## config.mk

```make
export PLATFORM = sky130hd
export DESIGN_NAME = ledmx_top
export DESIGN_NICKNAME = d
export VERILOG_FILES = /design/src/hdl/ledmx_pkg.sv /design/src/hdl/ledmx_top.sv
export VERILOG_INCLUDE_DIRS = /design/src /design/src/hdl
export SDC_FILE = /design/constraint.sdc
export NUM_CORES = 1
export LEC_CHECK = 0
export CAP_MARGIN = 20
export CORE_ASPECT_RATIO = 0.8
export CORE_MARGIN = 5
export CORE_UTILIZATION = 55
export CTS_CLUSTER_SIZE = 30
export DETAILED_ROUTE_END_ITERATION = 10
export DONT_BUFFER_PORTS = 1
export PLACE_DENSITY = 0.7
export SLEW_MARGIN = 20
export SYNTH_ARGS = -nofsm -noshare
export SYNTH_HDL_FRONTEND = slang
export SYNTH_SLANG_ARGS = --single-unit
```

## constraint.sdc

```tcl
create_clock -name clock -period 2.3 [get_ports clock]
set_input_delay 0.46 -clock clock [delete_from_list [all_inputs] [get_ports clock]]
set_output_delay 0.46 -clock clock [all_outputs]
set_load 0.02 [all_outputs]
```

## src/hdl/ledmx_regs.svh

```systemverilog
// constants for the led display multiplex and dimmer block
`ifndef LEDMX_REGS_SVH
`define LEDMX_REGS_SVH
`define LEDMX_PRESCALE 4'd12
`define LEDMX_PRESCALE_LAST 4'd11
`define LEDMX_RELOAD_DEFAULT 16'hFF00
`define LEDMX_SLOT_COUNTS 9'd256
`define LEDMX_COUNT_PERIOD_NS 2000
`define LEDMX_SLOT_US 512
`define LEDMX_TIMER_MAX 16'hFFFF
`define LEDMX_NUM_DIGITS 4
`define LEDMX_LEAD_SLOT 2'd0
`define LEDMX_LEAD_MASK 7'h0F
`define LEDMX_GATE_TICKS 32'd500000
`endif

```

## src/hdl/ledmx_pkg.sv

```systemverilog
// types for the led display multiplex and dimmer block
package ledmx_pkg;
  // segment pattern for one digit
  typedef logic [6:0] ledmx_seg_t;
  // outputs to the digit and segment drivers
  typedef struct packed {
    logic [3:0] digit_select_outputs;
    ledmx_seg_t segment_outputs;
  } ledmx_drive_t;
  // timer events, one-cycle pulses
  typedef struct packed {
    logic overflow;
    logic compare;
  } ledmx_evt_t;
  // slot index, gray coded along the scan
  typedef enum logic [1:0] {
    LEDMX_SLOT0 = 2'b00,
    LEDMX_SLOT1 = 2'b01,
    LEDMX_SLOT2 = 2'b11,
    LEDMX_SLOT3 = 2'b10
  } ledmx_slot_t;
endpackage : ledmx_pkg

```

## src/hdl/ledmx_top.sv

```systemverilog
// led display multiplexer with brightness compare and speed pulse counter
// Summary of operation
// - timer counts once per twelve clocks
// - overflow reloads timer from reload value
// - overflows 256 counts apart, 512 us slots
// - four digit selects go high in turn
// - overflow event presents next pattern and digit
// - segments hold pattern while digit active
// - compare match raises event, blanks digits
// - blanking lasts until next overflow
// - compare value may change any time
// - leading digit uses only four segments
// - count speed pulses over fixed gate
`timescale 1ns/1ps
`include "ledmx_regs.svh"
module ledmx_top import ledmx_pkg::*; #(
  parameter logic [15:0] RELOAD = `LEDMX_RELOAD_DEFAULT,
  parameter logic [31:0] GATE_TICKS = `LEDMX_GATE_TICKS,
  parameter int CNT_W = 16
) (
  input wire logic clock,
  input wire logic nrst,
  input wire logic [15:0] compare_value,
  input wire ledmx_seg_t digit_pattern [`LEDMX_NUM_DIGITS],
  input wire logic speed_pulse,
  output ledmx_drive_t drive,
  output ledmx_evt_t events,
  output logic [15:0] timer_value,
  output logic [CNT_W-1:0] speed_count,
  output logic speed_valid
);
  logic [3:0] pre_reg; // prescaler
  logic tick; // one prescaled count
  logic [15:0] timer_reg; // multiplex timer
  logic ovf; // overflow this cycle
  logic cmp_hit; // compare match this cycle
  ledmx_slot_t slot_reg; // current digit slot
  ledmx_slot_t slot_next;
  logic [3:0] sel_reg; // digit selects
  ledmx_seg_t seg_reg; // segment register
  logic blank_reg; // blanked until overflow
  logic ovf_reg; // registered events
  logic cmp_reg;
  logic [1:0] spd_sync_reg; // pin synchroniser
  logic spd_last_reg; // edge detect
  logic [31:0] gate_reg; // gate timer
  logic [CNT_W-1:0] pcnt_reg; // running pulse count
  logic [CNT_W-1:0] spd_reg; // latched result
  logic spd_valid_reg;

  // slot index to one-hot select
  function automatic logic [3:0] slot_onehot(input ledmx_slot_t s);
    case (s)
      LEDMX_SLOT0: slot_onehot = 4'h1;
      LEDMX_SLOT1: slot_onehot = 4'h2;
      LEDMX_SLOT2: slot_onehot = 4'h4;
      default: slot_onehot = 4'h8;
    endcase
  endfunction : slot_onehot

  // slot index to digit position in the pattern array
  function automatic logic [1:0] slot_digit(input ledmx_slot_t s);
    case (s)
      LEDMX_SLOT0: slot_digit = 2'd0;
      LEDMX_SLOT1: slot_digit = 2'd1;
      LEDMX_SLOT2: slot_digit = 2'd2;
      default: slot_digit = 2'd3;
    endcase
  endfunction : slot_digit

  // prescaler, divide by twelve
  always_ff @(posedge clock or negedge nrst) begin
    if (!nrst) begin
      pre_reg <= 4'h0;
    end else if (pre_reg == `LEDMX_PRESCALE_LAST) begin
      pre_reg <= 4'h0;
    end else begin
      pre_reg <= pre_reg + 4'h1;
    end
  end
  assign tick = (pre_reg == `LEDMX_PRESCALE_LAST);
  assign ovf = tick && (timer_reg == `LEDMX_TIMER_MAX);
  // compare seen on the counted value; new value takes effect at once
  assign cmp_hit = tick && (timer_reg == compare_value);

  // timer with auto-reload
  always_ff @(posedge clock or negedge nrst) begin
    if (!nrst) begin
      timer_reg <= `LEDMX_RELOAD_DEFAULT;
    end else if (ovf) begin
      timer_reg <= RELOAD;
    end else if (tick) begin
      timer_reg <= timer_reg + 16'h1;
    end
  end

  // next slot in gray order, wraps after the fourth
  always_comb begin
    case (slot_reg)
      LEDMX_SLOT0: slot_next = LEDMX_SLOT1;
      LEDMX_SLOT1: slot_next = LEDMX_SLOT2;
      LEDMX_SLOT2: slot_next = LEDMX_SLOT3;
      default: slot_next = LEDMX_SLOT0;
    endcase
  end

  // slot advance on each overflow
  always_ff @(posedge clock or negedge nrst) begin
    if (!nrst) begin
      slot_reg <= LEDMX_SLOT3;
    end else if (ovf) begin
      slot_reg <= slot_next;
    end
  end

  // segment data latched with the slot change; held whole slot
  always_ff @(posedge clock or negedge nrst) begin
    if (!nrst) begin
      seg_reg <= 7'h00;
    end else if (ovf) begin
      if (slot_digit(slot_next) == `LEDMX_LEAD_SLOT) begin
        // leading digit drives only four segment lines
        seg_reg <= digit_pattern[`LEDMX_LEAD_SLOT] & `LEDMX_LEAD_MASK;
      end else begin
        seg_reg <= digit_pattern[slot_digit(slot_next)];
      end
    end
  end

  // blank flag: set by compare, cleared by overflow (overflow wins)
  always_ff @(posedge clock or negedge nrst) begin
    if (!nrst) begin
      blank_reg <= 1'b1;
    end else if (ovf) begin
      blank_reg <= 1'b0;
    end else if (cmp_hit) begin
      blank_reg <= 1'b1;
    end
  end

  // digit selects, one high at a time unless blanked
  always_ff @(posedge clock or negedge nrst) begin
    if (!nrst) begin
      sel_reg <= 4'h0;
    end else if (ovf) begin
      sel_reg <= slot_onehot(slot_next);
    end else if (cmp_hit) begin
      sel_reg <= 4'h0;
    end
  end

  // event pulses
  always_ff @(posedge clock or negedge nrst) begin
    if (!nrst) begin
      ovf_reg <= 1'b0;
      cmp_reg <= 1'b0;
    end else begin
      ovf_reg <= ovf;
      cmp_reg <= cmp_hit;
    end
  end

  // speed pin synchroniser; first stage read only by second
  always_ff @(posedge clock or negedge nrst) begin
    if (!nrst) begin
      spd_sync_reg <= 2'b00;
      spd_last_reg <= 1'b0;
    end else begin
      spd_sync_reg <= {spd_sync_reg[0], speed_pulse};
      spd_last_reg <= spd_sync_reg[1];
    end
  end

  // gated pulse counter; saturates rather than wrapping
  always_ff @(posedge clock or negedge nrst) begin
    if (!nrst) begin
      gate_reg <= 32'h0;
      pcnt_reg <= '0;
      spd_reg <= '0;
      spd_valid_reg <= 1'b0;
    end else begin
      spd_valid_reg <= 1'b0;
      if (gate_reg == GATE_TICKS - 32'h1) begin
        gate_reg <= 32'h0;
        spd_reg <= pcnt_reg;
        spd_valid_reg <= 1'b1;
        pcnt_reg <= {{(CNT_W-1){1'b0}}, spd_sync_reg[1] & ~spd_last_reg};
      end else begin
        gate_reg <= gate_reg + 32'h1;
        if (spd_sync_reg[1] && !spd_last_reg && pcnt_reg != '1) begin
          pcnt_reg <= pcnt_reg + {{(CNT_W-1){1'b0}}, 1'b1};
        end
      end
    end
  end

  assign drive.digit_select_outputs = sel_reg;
  assign drive.segment_outputs = seg_reg;
  assign events.overflow = ovf_reg;
  assign events.compare = cmp_reg;
  assign timer_value = timer_reg;
  assign speed_count = spd_reg;
  assign speed_valid = spd_valid_reg;

  // clocks between overflows, helper for the spacing check only
  // limitation: the expected gap assumes the default reload value
  localparam int SLOT_CLKS = `LEDMX_SLOT_COUNTS * `LEDMX_PRESCALE;
  logic [11:0] ovf_gap_reg; // clocks since last overflow
  logic ovf_seen_reg; // first overflow has happened
  always_ff @(posedge clock or negedge nrst) begin
    if (!nrst) begin
      ovf_gap_reg <= 12'h000;
      ovf_seen_reg <= 1'b0;
    end else if (ovf) begin
      ovf_gap_reg <= 12'h000;
      ovf_seen_reg <= 1'b1;
    end else if (ovf_gap_reg != 12'hFFF) begin
      // saturate so a lost overflow cannot wrap into a pass
      ovf_gap_reg <= ovf_gap_reg + 12'h001;
    end
  end
endmodule : ledmx_top

```

Word-level counts from Yosys, hierarchy flattened --
Index checks and enable logic that the tools add are counted.
Storage, ports and cells: flip-flop bits (word level) 103, bits of input ports 47, output and inout port bits 46, logic and storage cells 60
Cells by class: add/sub/neg operators 4, magnitude comparators 1, equality and inequality tests 9, muxes and demuxes 19, bitwise logic cells 3, reduce and logical (&&, ||, !) cells 11
Operators by type and width (count):
- $mux 16 | 4
- $add 16x1->16 const B | 2
- $add 32x1->32 const B | 1
- $eq 32x19->1 const B | 1
- $mux 32 | 1
- $mux 7 | 3
- $eq 16x16->1 | 1
- $eq 16x16->1 const B | 1
- $ne 16x16->1 const B | 1
- $bmux 7 s2 | 1
- $mux 4 | 3
- $pmux 2 s3 | 2
- $pmux 4 s3 | 1
- $logic_not 2->1 | 3
- $mux 2 | 3
- $reduce_bool 2->1 | 3
- $add 4x1->4 const B | 1
- $eq 2x1->1 const B | 2
- $eq 2x2->1 const B | 2
- $eq 4x4->1 const B | 1
- $logic_and 1x1->1 | 4
- $ge 3x3->1 const B | 1
- $not 2->3 | 1
- $and 1x1->1 | 1
- other kinds (3) | 3

Depth between registers and ports, before layout --
Gate-level depths: netlist of the first run.
word-level depth 13, mapped depth 9

Worst setup path before layout of the first run --
Ideal clock, no wire load.
kind register to register, from register slot_reg[1], to register seg_reg[6], arrival time 1.978 ns, slack 0.188 ns, cell stages (with the launch flop) 7, period minus slack after synthesis 2.112 ns, path through dfstp_2 inv_1 ha_1 buf_1 mux4_2 nand2b_1 o21ai_0
On the way: cells in the longest elaborated chain, start to end 11
RTL lines:
- from (decl) | RTL line ledmx_top.sv:37 | ledmx_slot_t slot_reg;
- from (signal assigned) | RTL line ledmx_top.sv:112 | slot_reg <= slot_next;
- $eq 2x2->1, or another cell as far along | RTL line ledmx_top.sv:99 | case (slot_reg)
- $pmux 2 s3 * | RTL line ledmx_top.sv:99
- $eq 2x2->1, or another cell as far along | RTL line ledmx_top.sv:63 | case (s)
- $pmux 2 s3 * | RTL line ledmx_top.sv:63
- $mux 2 | RTL line ledmx_top.sv:121 | if (slot_digit(slot_next) == `LEDMX_LEAD_SLOT) begin
- $mux 2 | RTL line ledmx_top.sv:120 | end else if (ovf) begin
- $not 2->3 (not written as such) | RTL line ledmx_top.sv:125 | seg_reg <= digit_pattern[slot_digit(slot_next)];
- $bmux 7 s2 | RTL line ledmx_top.sv:125
- $mux 7 (not written as such) (2 in a row) | RTL line ledmx_top.sv:125
- $mux 7 * | RTL line ledmx_top.sv:121
- to (signal assigned) | RTL line ledmx_top.sv:123 | seg_reg <= digit_pattern[`LEDMX_LEAD_SLOT] & `LEDMX_LEAD_MASK;
- to (signal assigned) | RTL line ledmx_top.sv:125
- to (decl) | RTL line ledmx_top.sv:40 | ledmx_seg_t seg_reg;
Mark *: on every way between the ends. The rest lies on a longest branch, timed or not. The select of a mux whose other input is x is not followed. A chain may end at the register's enable or synchronous reset.

Final worst setup path of the first run --
from register slot_reg[1], to register seg_reg[4]
The elaborated chain is that of the path after synthesis.

==> metrics.txt, run 1 <==
# TYPE chip_impl_metric gauge
chip_impl_metric{name="cts_inserted_buffers",unit=""} 9
chip_impl_metric{name="final_core_util",unit="%"} 61.2
chip_impl_metric{name="grt_first_pass_wirelength",unit="um"} 16100
chip_impl_metric{name="number_of_cells_on_the_worst_reg_to_reg_path",unit=""} 5
chip_impl_metric{name="dpl.hpwl",unit="um"} 6810
chip_impl_metric{name="post_synth_instance_area",unit="um^2"} 4990
chip_impl_metric{name="finalWeightedCongestion",unit=""} 0.784
chip_impl_metric{name="critPathMaxStageDelay",unit="ns"} 0.63
chip_impl_metric{name="worst_ep_arrival_time",unit="ns"} 2.33
chip_impl_info{name="synth.top_cells.by_area",value="sky130_fd_sc_hd__dfrtp_1, sky130_fd_sc_hd__xnor2_1, sky130_fd_sc_hd__xor2_1, sky130_fd_sc_hd__dfstp_2, sky130_fd_sc_hd__mux2_2"} 1
chip_impl_info{name="timing.setup.critical_path_class",value="reg -> reg"} 1
chip_impl_metric{name="core_area",unit="um^2"} 8960
chip_impl_metric{name="maxCapViolCount",unit=""} 0
chip_impl_metric{name="required",unit="ns"} 2.51
chip_impl_metric{name="final.setup.tns",unit="ns"} 0
chip_impl_info{name="worstPathCellList",value="inv_1 -> ha_1 -> mux4_2 -> nand2b_1 -> o21ai_0"} 1
chip_impl_metric{name="maximum_number_of_pins_on_one_net_before_global_route_repair",unit=""} 104
chip_impl_metric{name="fillerInstances",unit=""} 736
chip_impl_metric{name="drc",unit=""} 0
chip_impl_metric{name="cts_setup_buffers",unit=""} 0
chip_impl_metric{name="finalHoldViolations",unit=""} 94
chip_impl_info{name="status",value="finished, violations left"} 1
chip_impl_info{name="layout.cells.most_common",value="sky130_fd_sc_hd__dfrtp_1"} 1
chip_impl_metric{name="power-per-cell-area",unit="nW/um^2"} 657
chip_impl_info{name="min-delay-path-class",value="in -> async"} 1
chip_impl_metric{name="wp_depth",unit=""} 5
chip_impl_metric{name="ir_drop",unit="uV"} 645
chip_impl_metric{name="wl_per_cell",unit="um"} 16.3
chip_impl_info{name="critPathCaptureType",value="flip-flop"} 1
chip_impl_metric{name="ctsHtreeMaxLevel",unit=""} 3
chip_impl_metric{name="initial_utilization",unit="%"} 55.7
chip_impl_metric{name="fp.dieArea",unit="um^2"} 11100
chip_impl_metric{name="final_period_minus_worst_setup_slack",unit="ns"} 2.12
chip_impl_info{name="largest_area_contributor_in_the_netlist",value="sky130_fd_sc_hd__dfrtp_1"} 1
chip_impl_info{name="tritoncts",value="done"} 1
chip_impl_metric{name="placed_area",unit="um^2"} 5160
chip_impl_metric{name="mapped_nets",unit=""} 515
chip_impl_metric{name="max_slew_headroom",unit="%"} 51.4
chip_impl_metric{name="synth-seq-area-share",unit="%"} 51.9
chip_impl_info{name="grt_setup_unrepaired",value="no"} 1
chip_impl_metric{name="routed_wirelength",unit="um"} 9630
chip_impl_metric{name="post_synth_inst_count",unit=""} 459
chip_impl_metric{name="synth.avg_cell_area",unit="um^2"} 10.9
chip_impl_metric{name="number_of_antenna_violations_at_the_first_check_in_global_routing",unit=""} 0
chip_impl_metric{name="worst_clk_skew",unit="ns"} 0.00811
chip_impl_info{name="worst_path_max_delay_cell",value="sky130_fd_sc_hd__ha_1"} 1
chip_impl_metric{name="total_grt_usage",unit="%"} 18.5
chip_impl_info{name="violated_checks",value="hold timing"} 1
chip_impl_metric{name="die_height",unit="um"} 95.2
chip_impl_metric{name="area_delta_synth_final",unit="%"} 9.80
chip_impl_metric{name="holdWs",unit="ns"} -0.185
chip_impl_info{name="cts_root_buf",value="sky130_fd_sc_hd__clkbuf_16"} 1
chip_impl_metric{name="largest_register_ff_count",unit=""} 32
chip_impl_info{name="cpLargestDelayFamily",value="adder cells"} 1
chip_impl_metric{name="clk_latency",unit="ns"} 0.34
chip_impl_metric{name="antenna-diode-count",unit=""} 0
chip_impl_metric{name="drt_pass1_iterations",unit=""} 4
chip_impl_metric{name="drt_iter0_drc",unit=""} 204
chip_impl_metric{name="antenna_violating_nets_post_route",unit=""} 0
chip_impl_metric{name="fin_total_pwr",unit="mW"} 3.60
chip_impl_metric{name="die_w",unit="um"} 116
chip_impl_metric{name="timing.final.max_slew_violations",unit=""} 0
chip_impl_metric{name="avgViaCountPerCell",unit=""} 5.75
chip_impl_metric{name="flops_latches_synth",unit=""} 103
chip_impl_metric{name="worst-slew-pin-transition",unit="ns"} 0.722
chip_impl_metric{name="grt_pass1_vias",unit=""} 3401
chip_impl_metric{name="cts-root-to-sink-buffers",unit=""} 2
chip_impl_metric{name="netlist-cell-type-count",unit=""} 42
chip_impl_info{name="layout.cells.most_common_list",value="sky130_fd_sc_hd__dfrtp_1, sky130_fd_sc_hd__nor2_1, sky130_fd_sc_hd__nand2_1, sky130_fd_sc_hd__xnor2_1"} 1
chip_impl_metric{name="pin_count",unit=""} 93
chip_impl_metric{name="rows",unit=""} 31
chip_impl_info{name="timing.critical_path.from_type",value="flip-flop"} 1
chip_impl_metric{name="cts.reportedPaths.clkPinSlew",unit="ns"} 0.07
chip_impl_metric{name="max_frequency",unit="MHz"} 471
chip_impl_metric{name="final-setup-viol-count",unit=""} 0
chip_impl_metric{name="cp_max_fo",unit=""} 12
chip_impl_metric{name="cellLeakagePower",unit="nW"} 2.43
chip_impl_metric{name="placement.io_buffers",unit=""} 0
chip_impl_metric{name="num_vias",unit=""} 3384
chip_impl_metric{name="finish.net_count",unit=""} 525
chip_impl_metric{name="synth_warnings",unit=""} 0
chip_impl_metric{name="critical_path.n_buffers_inverters",unit=""} 1
chip_impl_metric{name="grt.overflow.total",unit=""} 0
chip_impl_metric{name="synth_top_area_share",unit="%"} 47.1
chip_impl_metric{name="share_of_post_route_cells_with_drive_strength_above_1",unit="%"} 15.0
chip_impl_metric{name="layout_worst_path_cycle_share",unit="%"} 92.3
chip_impl_metric{name="cts_num_sinks",unit=""} 103
chip_impl_metric{name="final_cell_area",unit="um^2"} 5480
cell families after synthesis:
group	count (synthesis)	synth area share (%)
compound gates	36	4.26
xor+xnor	66	11.6
fa+ha+maj	9	2.26
buf+inv	27	2.71
flops	103	51.9
mux	28	6.87
simple gates	190	20.4
final timing paths:
kind                                  from              end  slack [ns]
min in group clock             speed_pulse  spd_sync_reg[0]        0.14
max                            slot_reg[1]       seg_reg[4]        0.18
max in group asynchronous             nrst  timer_value[12]        2.23
min reg2reg                spd_sync_reg[0]  spd_sync_reg[1]        0.35
max reg2reg                    slot_reg[1]       seg_reg[4]        0.18
min                                   nrst     gate_reg[25]       -0.19
routing by layer:
layer | wire length, um | GRT usage (%)
met4 | 65 | 4.25
met5 | 0 | 0
met3 | 616 | 7.04
met1 | 4460 | 24.5
met2 | 4490 | 28.9
cell type report:
class / instances / area, um^2 / share of cell area (%)
well taps: 115 / 144 / 2.63
flip-flops and latches: 103 / 2590 / 47.2
multi-input cells: 329 / 2270 / 41.4
clock inverters: 6 / 85.1 / 1.55
repair buffers: 15 / 125 / 2.28
clock buffers: 10 / 229 / 4.18
inverters: 11 / 41.3 / 0.754
metrics by stage:
stage | hold WS, ns | instances | setup slack, ns
after floorplan | 0.164 | 459 | 0.188
after global placement | 0.171 | 573 | 0.239
after detailed placement | 0.171 | 573 | 0.200
after CTS | -0.199 | 589 | 0.180
after global routing | -0.211 | 589 | 0.0521
final | -0.185 | 589 | 0.178
where the power goes:
part	internal [mW]	total [mW]	switching (mW)
Clock	0.950	1.59	0.645
Combinational	0.0544	0.101	0.0469
Sequential	1.85	1.90	0.0560
Total	2.85	3.60	0.748
worst reg2reg max path: stages (launching register included):
cell	delay [ns]
sky130_fd_sc_hd__dfstp_2	0.56
sky130_fd_sc_hd__inv_1	0.09
sky130_fd_sc_hd__ha_1	0.63
sky130_fd_sc_hd__mux4_2	0.57
sky130_fd_sc_hd__nand2b_1	0.08
sky130_fd_sc_hd__o21ai_0	0.07
Yosys cell counts, drive strengths merged:
| cell | number |
|---|---|
| nor4 | 16 |
| nand2b | 6 |
| nor2b | 3 |
| nand2 | 38 |
| clkinv | 1 |
| mux2 | 20 |
| o31ai | 1 |
| or3 | 4 |
| dfstp | 9 |
| and2 | 1 |
| xnor2 | 38 |
| or2 | 4 |
| nand3 | 23 |
| nor3 | 15 |
| xor2 | 28 |
| o2bb2ai | 4 |
| nor2 | 39 |
| inv | 10 |
| a41oi | 1 |
| clkbuf | 6 |
| and3 | 7 |
| a22oi | 1 |
| a311oi | 1 |
| and4 | 3 |
| a21oi | 10 |
| ha | 9 |
| dfrtp | 94 |
| o22ai | 4 |
| mux4 | 3 |
| and3b | 1 |
| mux2i | 5 |
| o21ai | 14 |
| nand3b | 1 |
| nand4 | 28 |
| buf | 10 |
| nor4b | 1 |
what timing repair did:
item | in CTS | in global routing
gates resized for setup | 0 | 0
setup endpoints to repair | 0 | 1
endpoints found under the hold margin | 103 | 103
(Power assumes the default switching activity.)
==> run 2: changes to the inputs <==
--- a/config.mk
+++ b/config.mk
@@ -8,7 +8,6 @@
 export LEC_CHECK = 0
 export CAP_MARGIN = 20
 export CORE_ASPECT_RATIO = 0.8
-export CORE_MARGIN = 5
 export CORE_UTILIZATION = 55
 export CTS_CLUSTER_SIZE = 30
 export DETAILED_ROUTE_END_ITERATION = 10
==> run 2 against run 1 <==
- the flow still finishes with violations (hold timing)
- global-route usage rose by 4.3 points
- core utilization rose by 2.8 points
- via count rose by 1.2%
- highest routed layer unchanged
- largest cell class unchanged
- sequential power barely moved
- die area fell by 15%
==> metrics.txt, run 2 (synthesis results as in run 1) <==
# TYPE chip_impl_metric gauge
chip_impl_info{name="status",value="finished, violations left"} 1
chip_impl_info{name="violated_checks",value="hold timing"} 1
chip_impl_info{name="layout.cells.most_common",value="sky130_fd_sc_hd__dfrtp_1"} 1
chip_impl_metric{name="instances_no_fill",unit=""} 592
chip_impl_metric{name="pin_count",unit=""} 93
chip_impl_metric{name="worst_ep_arrival_time",unit="ns"} 2.33
chip_impl_metric{name="cts_num_sinks",unit=""} 103
chip_impl_metric{name="finish.net_count",unit=""} 531
chip_impl_metric{name="dpl_worst_slack",unit="ns"} 0.134
chip_impl_metric{name="timing.final.max_slew_violations",unit=""} 0
chip_impl_metric{name="cp_max_fo",unit=""} 42
chip_impl_metric{name="maxCapViolCount",unit=""} 0
chip_impl_metric{name="max_frequency",unit="MHz"} 477
chip_impl_info{name="cts_root_buf",value="sky130_fd_sc_hd__clkbuf_16"} 1
chip_impl_metric{name="power-per-cell-area",unit="nW/um^2"} 645
chip_impl_metric{name="area_delta_synth_final",unit="%"} 10.6
chip_impl_metric{name="maximum_number_of_pins_on_one_net_before_global_route_repair",unit=""} 104
chip_impl_metric{name="fp.dieArea",unit="um^2"} 9460
chip_impl_metric{name="grt_first_pass_wirelength",unit="um"} 16500
chip_impl_metric{name="required",unit="ns"} 2.53
chip_impl_metric{name="avgViaCountPerCell",unit=""} 5.79
chip_impl_info{name="grt_setup_unrepaired",value="no"} 1
chip_impl_info{name="critPathCaptureType",value="flip-flop"} 1
chip_impl_metric{name="r2r_setup_slack",unit="ns"} 0.20
chip_impl_metric{name="clk_latency",unit="ns"} 0.35
chip_impl_metric{name="rows",unit=""} 30
chip_impl_metric{name="num_vias",unit=""} 3426
chip_impl_metric{name="die_w",unit="um"} 108
chip_impl_metric{name="final_ws_setup",unit="ns"} 0.202
chip_impl_metric{name="grt_pass1_vias",unit=""} 3408
chip_impl_metric{name="cts.reportedPaths.clkPinSlew",unit="ns"} 0.07
chip_impl_info{name="tritoncts",value="done"} 1
chip_impl_metric{name="cts_inserted_buffers",unit=""} 9
chip_impl_metric{name="antenna-diode-count",unit=""} 0
chip_impl_metric{name="clkPwrFrac",unit="%"} 43.7
chip_impl_metric{name="sequentialPowerShare",unit="%"} 53.5
chip_impl_metric{name="placed_cells",unit=""} 574
chip_impl_metric{name="holdWs",unit="ns"} -0.196
chip_impl_metric{name="netSwitchingFraction",unit="%"} 21.3
chip_impl_metric{name="grt.overflow.total",unit=""} 0
chip_impl_metric{name="core_area",unit="um^2"} 8630
chip_impl_metric{name="p_sw",unit="mW"} 0.758
chip_impl_metric{name="internal-power",unit="mW"} 2.80
chip_impl_metric{name="drt_pass1_iterations",unit=""} 4
chip_impl_info{name="worstSetupEndpoint",value="speed_count[14]"} 1
chip_impl_info{name="r2r-start",value="gate_reg[0]"} 1
chip_impl_metric{name="die_height",unit="um"} 87.2
chip_impl_metric{name="dpl.hpwl",unit="um"} 6860
chip_impl_metric{name="initial_utilization",unit="%"} 57.8
chip_impl_metric{name="ctsHtreeMaxLevel",unit=""} 3
chip_impl_metric{name="cellLeakagePower",unit="nW"} 2.46
chip_impl_metric{name="number_of_antenna_violations_at_the_first_check_in_global_routing",unit=""} 0
chip_impl_metric{name="pwr-share-comb",unit="%"} 2.9
chip_impl_metric{name="final.setup.tns",unit="ns"} 0
chip_impl_metric{name="drc",unit=""} 0
chip_impl_info{name="crit-reg2reg-capture",value="speed_count[14]"} 1
chip_impl_metric{name="final_period_minus_worst_setup_slack",unit="ns"} 2.10
chip_impl_metric{name="placement.io_buffers",unit=""} 0
chip_impl_info{name="layout.cells.most_common_list",value="sky130_fd_sc_hd__dfrtp_1, sky130_fd_sc_hd__nor2_1, sky130_fd_sc_hd__nand2_1, sky130_fd_sc_hd__xnor2_1"} 1
chip_impl_info{name="timing.setup.critical_path_class",value="reg -> reg"} 1
chip_impl_metric{name="worst-slew-pin-transition",unit="ns"} 0.509
chip_impl_metric{name="drt_iter0_drc",unit=""} 205
chip_impl_metric{name="ir_drop",unit="uV"} 572
chip_impl_metric{name="worst_clk_skew",unit="ns"} 0.00606
chip_impl_info{name="critical_path_startpoint",value="gate_reg[0]"} 1
chip_impl_metric{name="largest_register_ff_count",unit=""} 32
chip_impl_metric{name="wl_per_cell",unit="um"} 16.3
chip_impl_info{name="timing.critical_path.from_type",value="flip-flop"} 1
chip_impl_info{name="min-delay-path-class",value="in -> async"} 1
chip_impl_metric{name="cts-root-to-sink-buffers",unit=""} 2
chip_impl_metric{name="routed_wirelength",unit="um"} 9670
chip_impl_metric{name="share_of_post_route_cells_with_drive_strength_above_1",unit="%"} 16.5
chip_impl_metric{name="number_of_cells_on_the_worst_reg_to_reg_path",unit=""} 5
chip_impl_metric{name="finalWeightedCongestion",unit=""} 0.828
chip_impl_metric{name="fillerInstances",unit=""} 672
chip_impl_metric{name="max_slew_headroom",unit="%"} 65.8
chip_impl_metric{name="antenna_violating_nets_post_route",unit=""} 0
chip_impl_metric{name="total_grt_usage",unit="%"} 22.8
chip_impl_metric{name="finalHoldViolations",unit=""} 94
chip_impl_metric{name="final-setup-viol-count",unit=""} 0
chip_impl_metric{name="layout_worst_path_cycle_share",unit="%"} 91.2
[run 2: layout make-up]
cell class	instances	area [um^2]	area share [%]
Sequential cell	103	2590	46.9
Multi-Input combinational cell	329	2270	41.1
Clock buffer	11	253	4.58
Timing Repair Buffer	21	170	3.08
Tap cell	112	140	2.54
Clock inverter	5	56.3	1.02
Inverter	11	45.0	0.816
[run 2: per-layer routing]
metal	routed length [um]	share of wire, %	vias up	global-route usage (%)
met2	4450	46	96	35.3
met4	158	1.6	0	6.39
li1	-	-	1640	-
met5	0	0	-	0
met3	540	5.6	8	7.40
met1	4520	47	1682	30.7
[run 2: stage by stage]
| step | utilization, % | area [um^2] | hold slack (ns) | power [mW] |
|---|---|---|---|---|
| 5_1_grt | 63.9 | 5520 | -0.214 | 3.68 |
| 3_5_place_dp | 60.1 | 5190 | 0.169 | 2.04 |
| 3_3_place_gp | 60.1 | 5190 | 0.169 | 2.03 |
| 4_1_cts | 63.7 | 5500 | -0.207 | 3.59 |
| 6_report | 63.9 | 5520 | -0.196 | 3.56 |
| 2_1_floorplan | - | 4990 | 0.164 | 2.01 |
[run 2: how the worst min path moves through the flow]
| stage | from | end | slack (ns) | cells past startpoint |
|---|---|---|---|---|
| after floorplan | nrst | cmp_reg | 0.16 | 0 |
| after global placement | nrst | gate_reg[11] | 0.17 | 0 |
| after detailed placement | nrst | gate_reg[11] | 0.17 | 0 |
| after CTS | nrst | gate_reg[11] | -0.21 | 0 |
| after global routing | nrst | gate_reg[31] | -0.21 | 0 |
| final | nrst | gate_reg[29] | -0.20 | 0 |
[run 2: timing repair]
action,CTS,global route
gates resized for setup,0,1
setup endpoints to repair,0,5
endpoints found under the hold margin,103,103
setup buffers,0,2
[run 2: power groups by stage]
stage	registers, mW	logic, mW	clock network (mW)
2_1_floorplan	1.92	0.0875	0
3_3_place_gp	1.93	0.0957	0
3_5_place_dp	1.94	0.103	0
4_1_cts	1.90	0.103	1.58
5_1_grt	1.91	0.117	1.65
6_report	1.90	0.102	1.55
[run 2: critical path, stage by stage, from the launching register on]
cell,delay (ns)
sky130_fd_sc_hd__dfrtp_1,0.41
sky130_fd_sc_hd__ha_1,0.23
sky130_fd_sc_hd__nand4_1,0.30
sky130_fd_sc_hd__nor4_4,0.41
sky130_fd_sc_hd__buf_12,0.25
sky130_fd_sc_hd__mux2_2,0.37
==> run 3: changes to the inputs <==
--- a/config.mk
+++ b/config.mk
@@ -6,13 +6,13 @@
 export SDC_FILE = /design/constraint.sdc
 export NUM_CORES = 1
 export LEC_CHECK = 0
+export BUFFER_PORTS_ARGS = -buffer_cell sky130_fd_sc_hd__buf_2
 export CAP_MARGIN = 20
 export CORE_ASPECT_RATIO = 0.8
 export CORE_UTILIZATION = 55
 export CTS_CLUSTER_SIZE = 30
 export DETAILED_ROUTE_END_ITERATION = 10
-export DONT_BUFFER_PORTS = 1
-export PLACE_DENSITY = 0.7
+export PLACE_DENSITY = 0.79
 export SLEW_MARGIN = 20
 export SYNTH_ARGS = -nofsm -noshare
 export SYNTH_HDL_FRONTEND = slang
==> run 3 against run 2 <==
- highest routed layer unchanged
- sequential share of layout area down 3.1 points
- combinational power up 77%
- routed wire length up 4.1%
- cell count up 14%
- the run now ends clean
- largest power group unchanged
- design area up 7.1%
==> metrics.txt, run 3 (synthesis results as in run 1) <==
# TYPE chip_impl_metric gauge
chip_impl_metric{name="seq_area",unit="um^2"} 2590
chip_impl_metric{name="grt_pass1_vias",unit=""} 3682
chip_impl_info{name="cts_root_buf",value="sky130_fd_sc_hd__clkbuf_16"} 1
chip_impl_metric{name="area_delta_synth_final",unit="%"} 18.5
chip_impl_metric{name="placed_area",unit="um^2"} 5610
chip_impl_metric{name="largest_register_ff_count",unit=""} 32
chip_impl_metric{name="worst-slew-pin-transition",unit="ns"} 0.654
chip_impl_metric{name="dpl.hpwl",unit="um"} 7290
chip_impl_info{name="timing.setup.critical_path_class",value="reg -> reg"} 1
chip_impl_metric{name="finalWeightedCongestion",unit=""} 0.900
chip_impl_metric{name="cts_resized",unit=""} 0
chip_impl_info{name="grt_setup_unrepaired",value="no"} 1
chip_impl_metric{name="routed_wirelength",unit="um"} 10100
chip_impl_metric{name="final_period_minus_worst_setup_slack",unit="ns"} 2.09
chip_impl_metric{name="drt_iter0_drc",unit=""} 210
chip_impl_metric{name="cp_max_fo",unit=""} 42
chip_impl_info{name="cpLargestDelayFamily",value="simple AND/OR/NAND/NOR gates"} 1
chip_impl_metric{name="drt_pass1_iterations",unit=""} 6
chip_impl_metric{name="ir_drop",unit="uV"} 528
chip_impl_metric{name="clk_latency",unit="ns"} 0.35
chip_impl_metric{name="fp.dieArea",unit="um^2"} 9460
chip_impl_metric{name="cts_setup_buffers",unit=""} 0
chip_impl_metric{name="max_frequency",unit="MHz"} 479
chip_impl_metric{name="netSwitchingFraction",unit="%"} 22.5
chip_impl_metric{name="antenna_violating_nets_post_route",unit=""} 0
chip_impl_metric{name="cts_inserted_buffers",unit=""} 9
chip_impl_metric{name="maxCapViolCount",unit=""} 0
chip_impl_info{name="worst_path_max_delay_cell",value="sky130_fd_sc_hd__nor4_4"} 1
chip_impl_metric{name="holdWs",unit="ns"} 0.0509
chip_impl_metric{name="die_w",unit="um"} 108
chip_impl_metric{name="cellLeakagePower",unit="nW"} 2.81
chip_impl_metric{name="cts.reportedPaths.clkPinSlew",unit="ns"} 0.07
chip_impl_metric{name="internal-power",unit="mW"} 2.82
chip_impl_metric{name="final_cell_area",unit="um^2"} 5910
chip_impl_metric{name="dpl_worst_slack",unit="ns"} 0.171
chip_impl_metric{name="critPathMaxStageDelay",unit="ns"} 0.42
chip_impl_info{name="min-delay-path-class",value="in -> async"} 1
chip_impl_metric{name="number_of_antenna_violations_at_the_first_check_in_global_routing",unit=""} 0
chip_impl_metric{name="worst_clk_skew",unit="ns"} 0.00885
chip_impl_metric{name="grt.overflow.total",unit=""} 0
chip_impl_metric{name="core_area",unit="um^2"} 8630
chip_impl_metric{name="worst_ep_arrival_time",unit="ns"} 2.32
chip_impl_info{name="tritoncts",value="done"} 1
chip_impl_metric{name="cts-root-to-sink-buffers",unit=""} 2
chip_impl_metric{name="p_sw",unit="mW"} 0.820
chip_impl_info{name="critPathCaptureType",value="flip-flop"} 1
chip_impl_metric{name="finish.net_count",unit=""} 613
chip_impl_metric{name="clkPwrFrac",unit="%"} 42.7
chip_impl_metric{name="final.setup.tns",unit="ns"} 0
chip_impl_metric{name="placement.io_buffers",unit=""} 92
chip_impl_metric{name="fin_total_pwr",unit="mW"} 3.64
chip_impl_metric{name="required",unit="ns"} 2.53
chip_impl_metric{name="grt_first_pass_wirelength",unit="um"} 17000
chip_impl_metric{name="rows",unit=""} 30
chip_impl_info{name="layout.cells.most_common",value="sky130_fd_sc_hd__dfrtp_1"} 1
chip_impl_metric{name="final-setup-viol-count",unit=""} 0
chip_impl_metric{name="max_slew_headroom",unit="%"} 56.0
chip_impl_metric{name="timing.final.max_slew_violations",unit=""} 0
chip_impl_metric{name="critical_path.n_buffers_inverters",unit=""} 1
chip_impl_info{name="layout.cells.most_common_list",value="sky130_fd_sc_hd__dfrtp_1, sky130_fd_sc_hd__buf_2, sky130_fd_sc_hd__nor2_1, sky130_fd_sc_hd__nand2_1, sky130_fd_sc_hd__xnor2_1"} 1
chip_impl_metric{name="avgViaCountPerCell",unit=""} 5.60
chip_impl_metric{name="drc",unit=""} 0
chip_impl_metric{name="share_of_post_route_cells_with_drive_strength_above_1",unit="%"} 28.3
chip_impl_metric{name="ctsHtreeMaxLevel",unit=""} 3
chip_impl_info{name="worstPathCellList",value="ha_1 -> nand4_1 -> nor4_4 -> buf_12 -> mux2_2"} 1
chip_impl_metric{name="postCtsHoldBufs",unit=""} 0
chip_impl_metric{name="maximum_number_of_pins_on_one_net_before_global_route_repair",unit=""} 43
chip_impl_metric{name="pin_count",unit=""} 93
chip_impl_metric{name="finalHoldViolations",unit=""} 0
chip_impl_metric{name="initial_utilization",unit="%"} 57.8
chip_impl_metric{name="die_height",unit="um"} 87.2
chip_impl_metric{name="fillerInstances",unit=""} 643
chip_impl_metric{name="wl_per_cell",unit="um"} 14.9
chip_impl_metric{name="layout_worst_path_cycle_share",unit="%"} 90.9
chip_impl_info{name="timing.critical_path.from_type",value="flip-flop"} 1
chip_impl_metric{name="pwr-share-comb",unit="%"} 5.0
chip_impl_metric{name="power-per-cell-area",unit="nW/um^2"} 615
chip_impl_info{name="status",value="completed"} 1
chip_impl_metric{name="num_vias",unit=""} 3773
chip_impl_metric{name="area_taken_by_multi_input_logic_gates",unit="um^2"} 2270
chip_impl_metric{name="sequentialPowerShare",unit="%"} 52.3
chip_impl_metric{name="total_grt_usage",unit="%"} 23.2
chip_impl_metric{name="final_ws_setup",unit="ns"} 0.210
chip_impl_metric{name="cts_num_sinks",unit=""} 103
chip_impl_metric{name="antenna-diode-count",unit=""} 0
-- run 3: layout make-up --
type / count / area share [%]
clock inverters: 5 / 1.08
well taps: 112 / 2.37
clock buffers: 11 / 4.10
repair buffers: 103 / 9.65
inverters: 11 / 0.698
flip-flops and latches: 103 / 43.8
multi-input cells: 329 / 38.3
-- run 3: power by group through the flow --
stage	registers [mW]	clock network [mW]	logic (mW)
finish	1.90	1.55	0.181
global route	1.91	1.65	0.209
CTS	1.90	1.59	0.185
detailed placement	1.93	0	0.184
global placement	1.93	0	0.178
floorplan	1.92	0	0.0875
-- run 3: worst register-to-register path, stage by stage, from the launching register on --
cell                      delay [ns]
sky130_fd_sc_hd__dfrtp_1        0.40
sky130_fd_sc_hd__ha_1           0.23
sky130_fd_sc_hd__nand4_1        0.29
sky130_fd_sc_hd__nor4_4         0.42
sky130_fd_sc_hd__buf_12         0.26
sky130_fd_sc_hd__mux2_2         0.38
-- run 3: worst paths after layout --
path	slack, ns	depth (start not counted)	end	startpoint
worst min register to register	0.38	0	spd_sync_reg[1]	spd_sync_reg[0]
worst max register to register	0.21	5	speed_count[12]	gate_reg[0]
min in group clock	0.22	1	spd_sync_reg[0]	speed_pulse
worst max-delay path	0.21	5	speed_count[12]	gate_reg[0]
max in group asynchronous	1.65	2	gate_reg[0]	nrst
worst min-delay path	0.05	1	timer_value[0]	nrst
-- run 3: metrics by stage --
stage | utilization [%] | cells
floorplan | - | 459
global placement | 64.9 | 658
CTS | 68.5 | 674
global route | 68.5 | 674
finish | 68.5 | 674
detailed placement | 64.9 | 658
-- run 3: layer usage --
metal  wire, um  vias to the layer above  track usage (%)
met2       4700                      126             36.4
met1       4620                     1812             31.4
met4        199                        0             8.60
met3        551                       23             5.68
met5          0                        -                0
li1           -                     1812                -
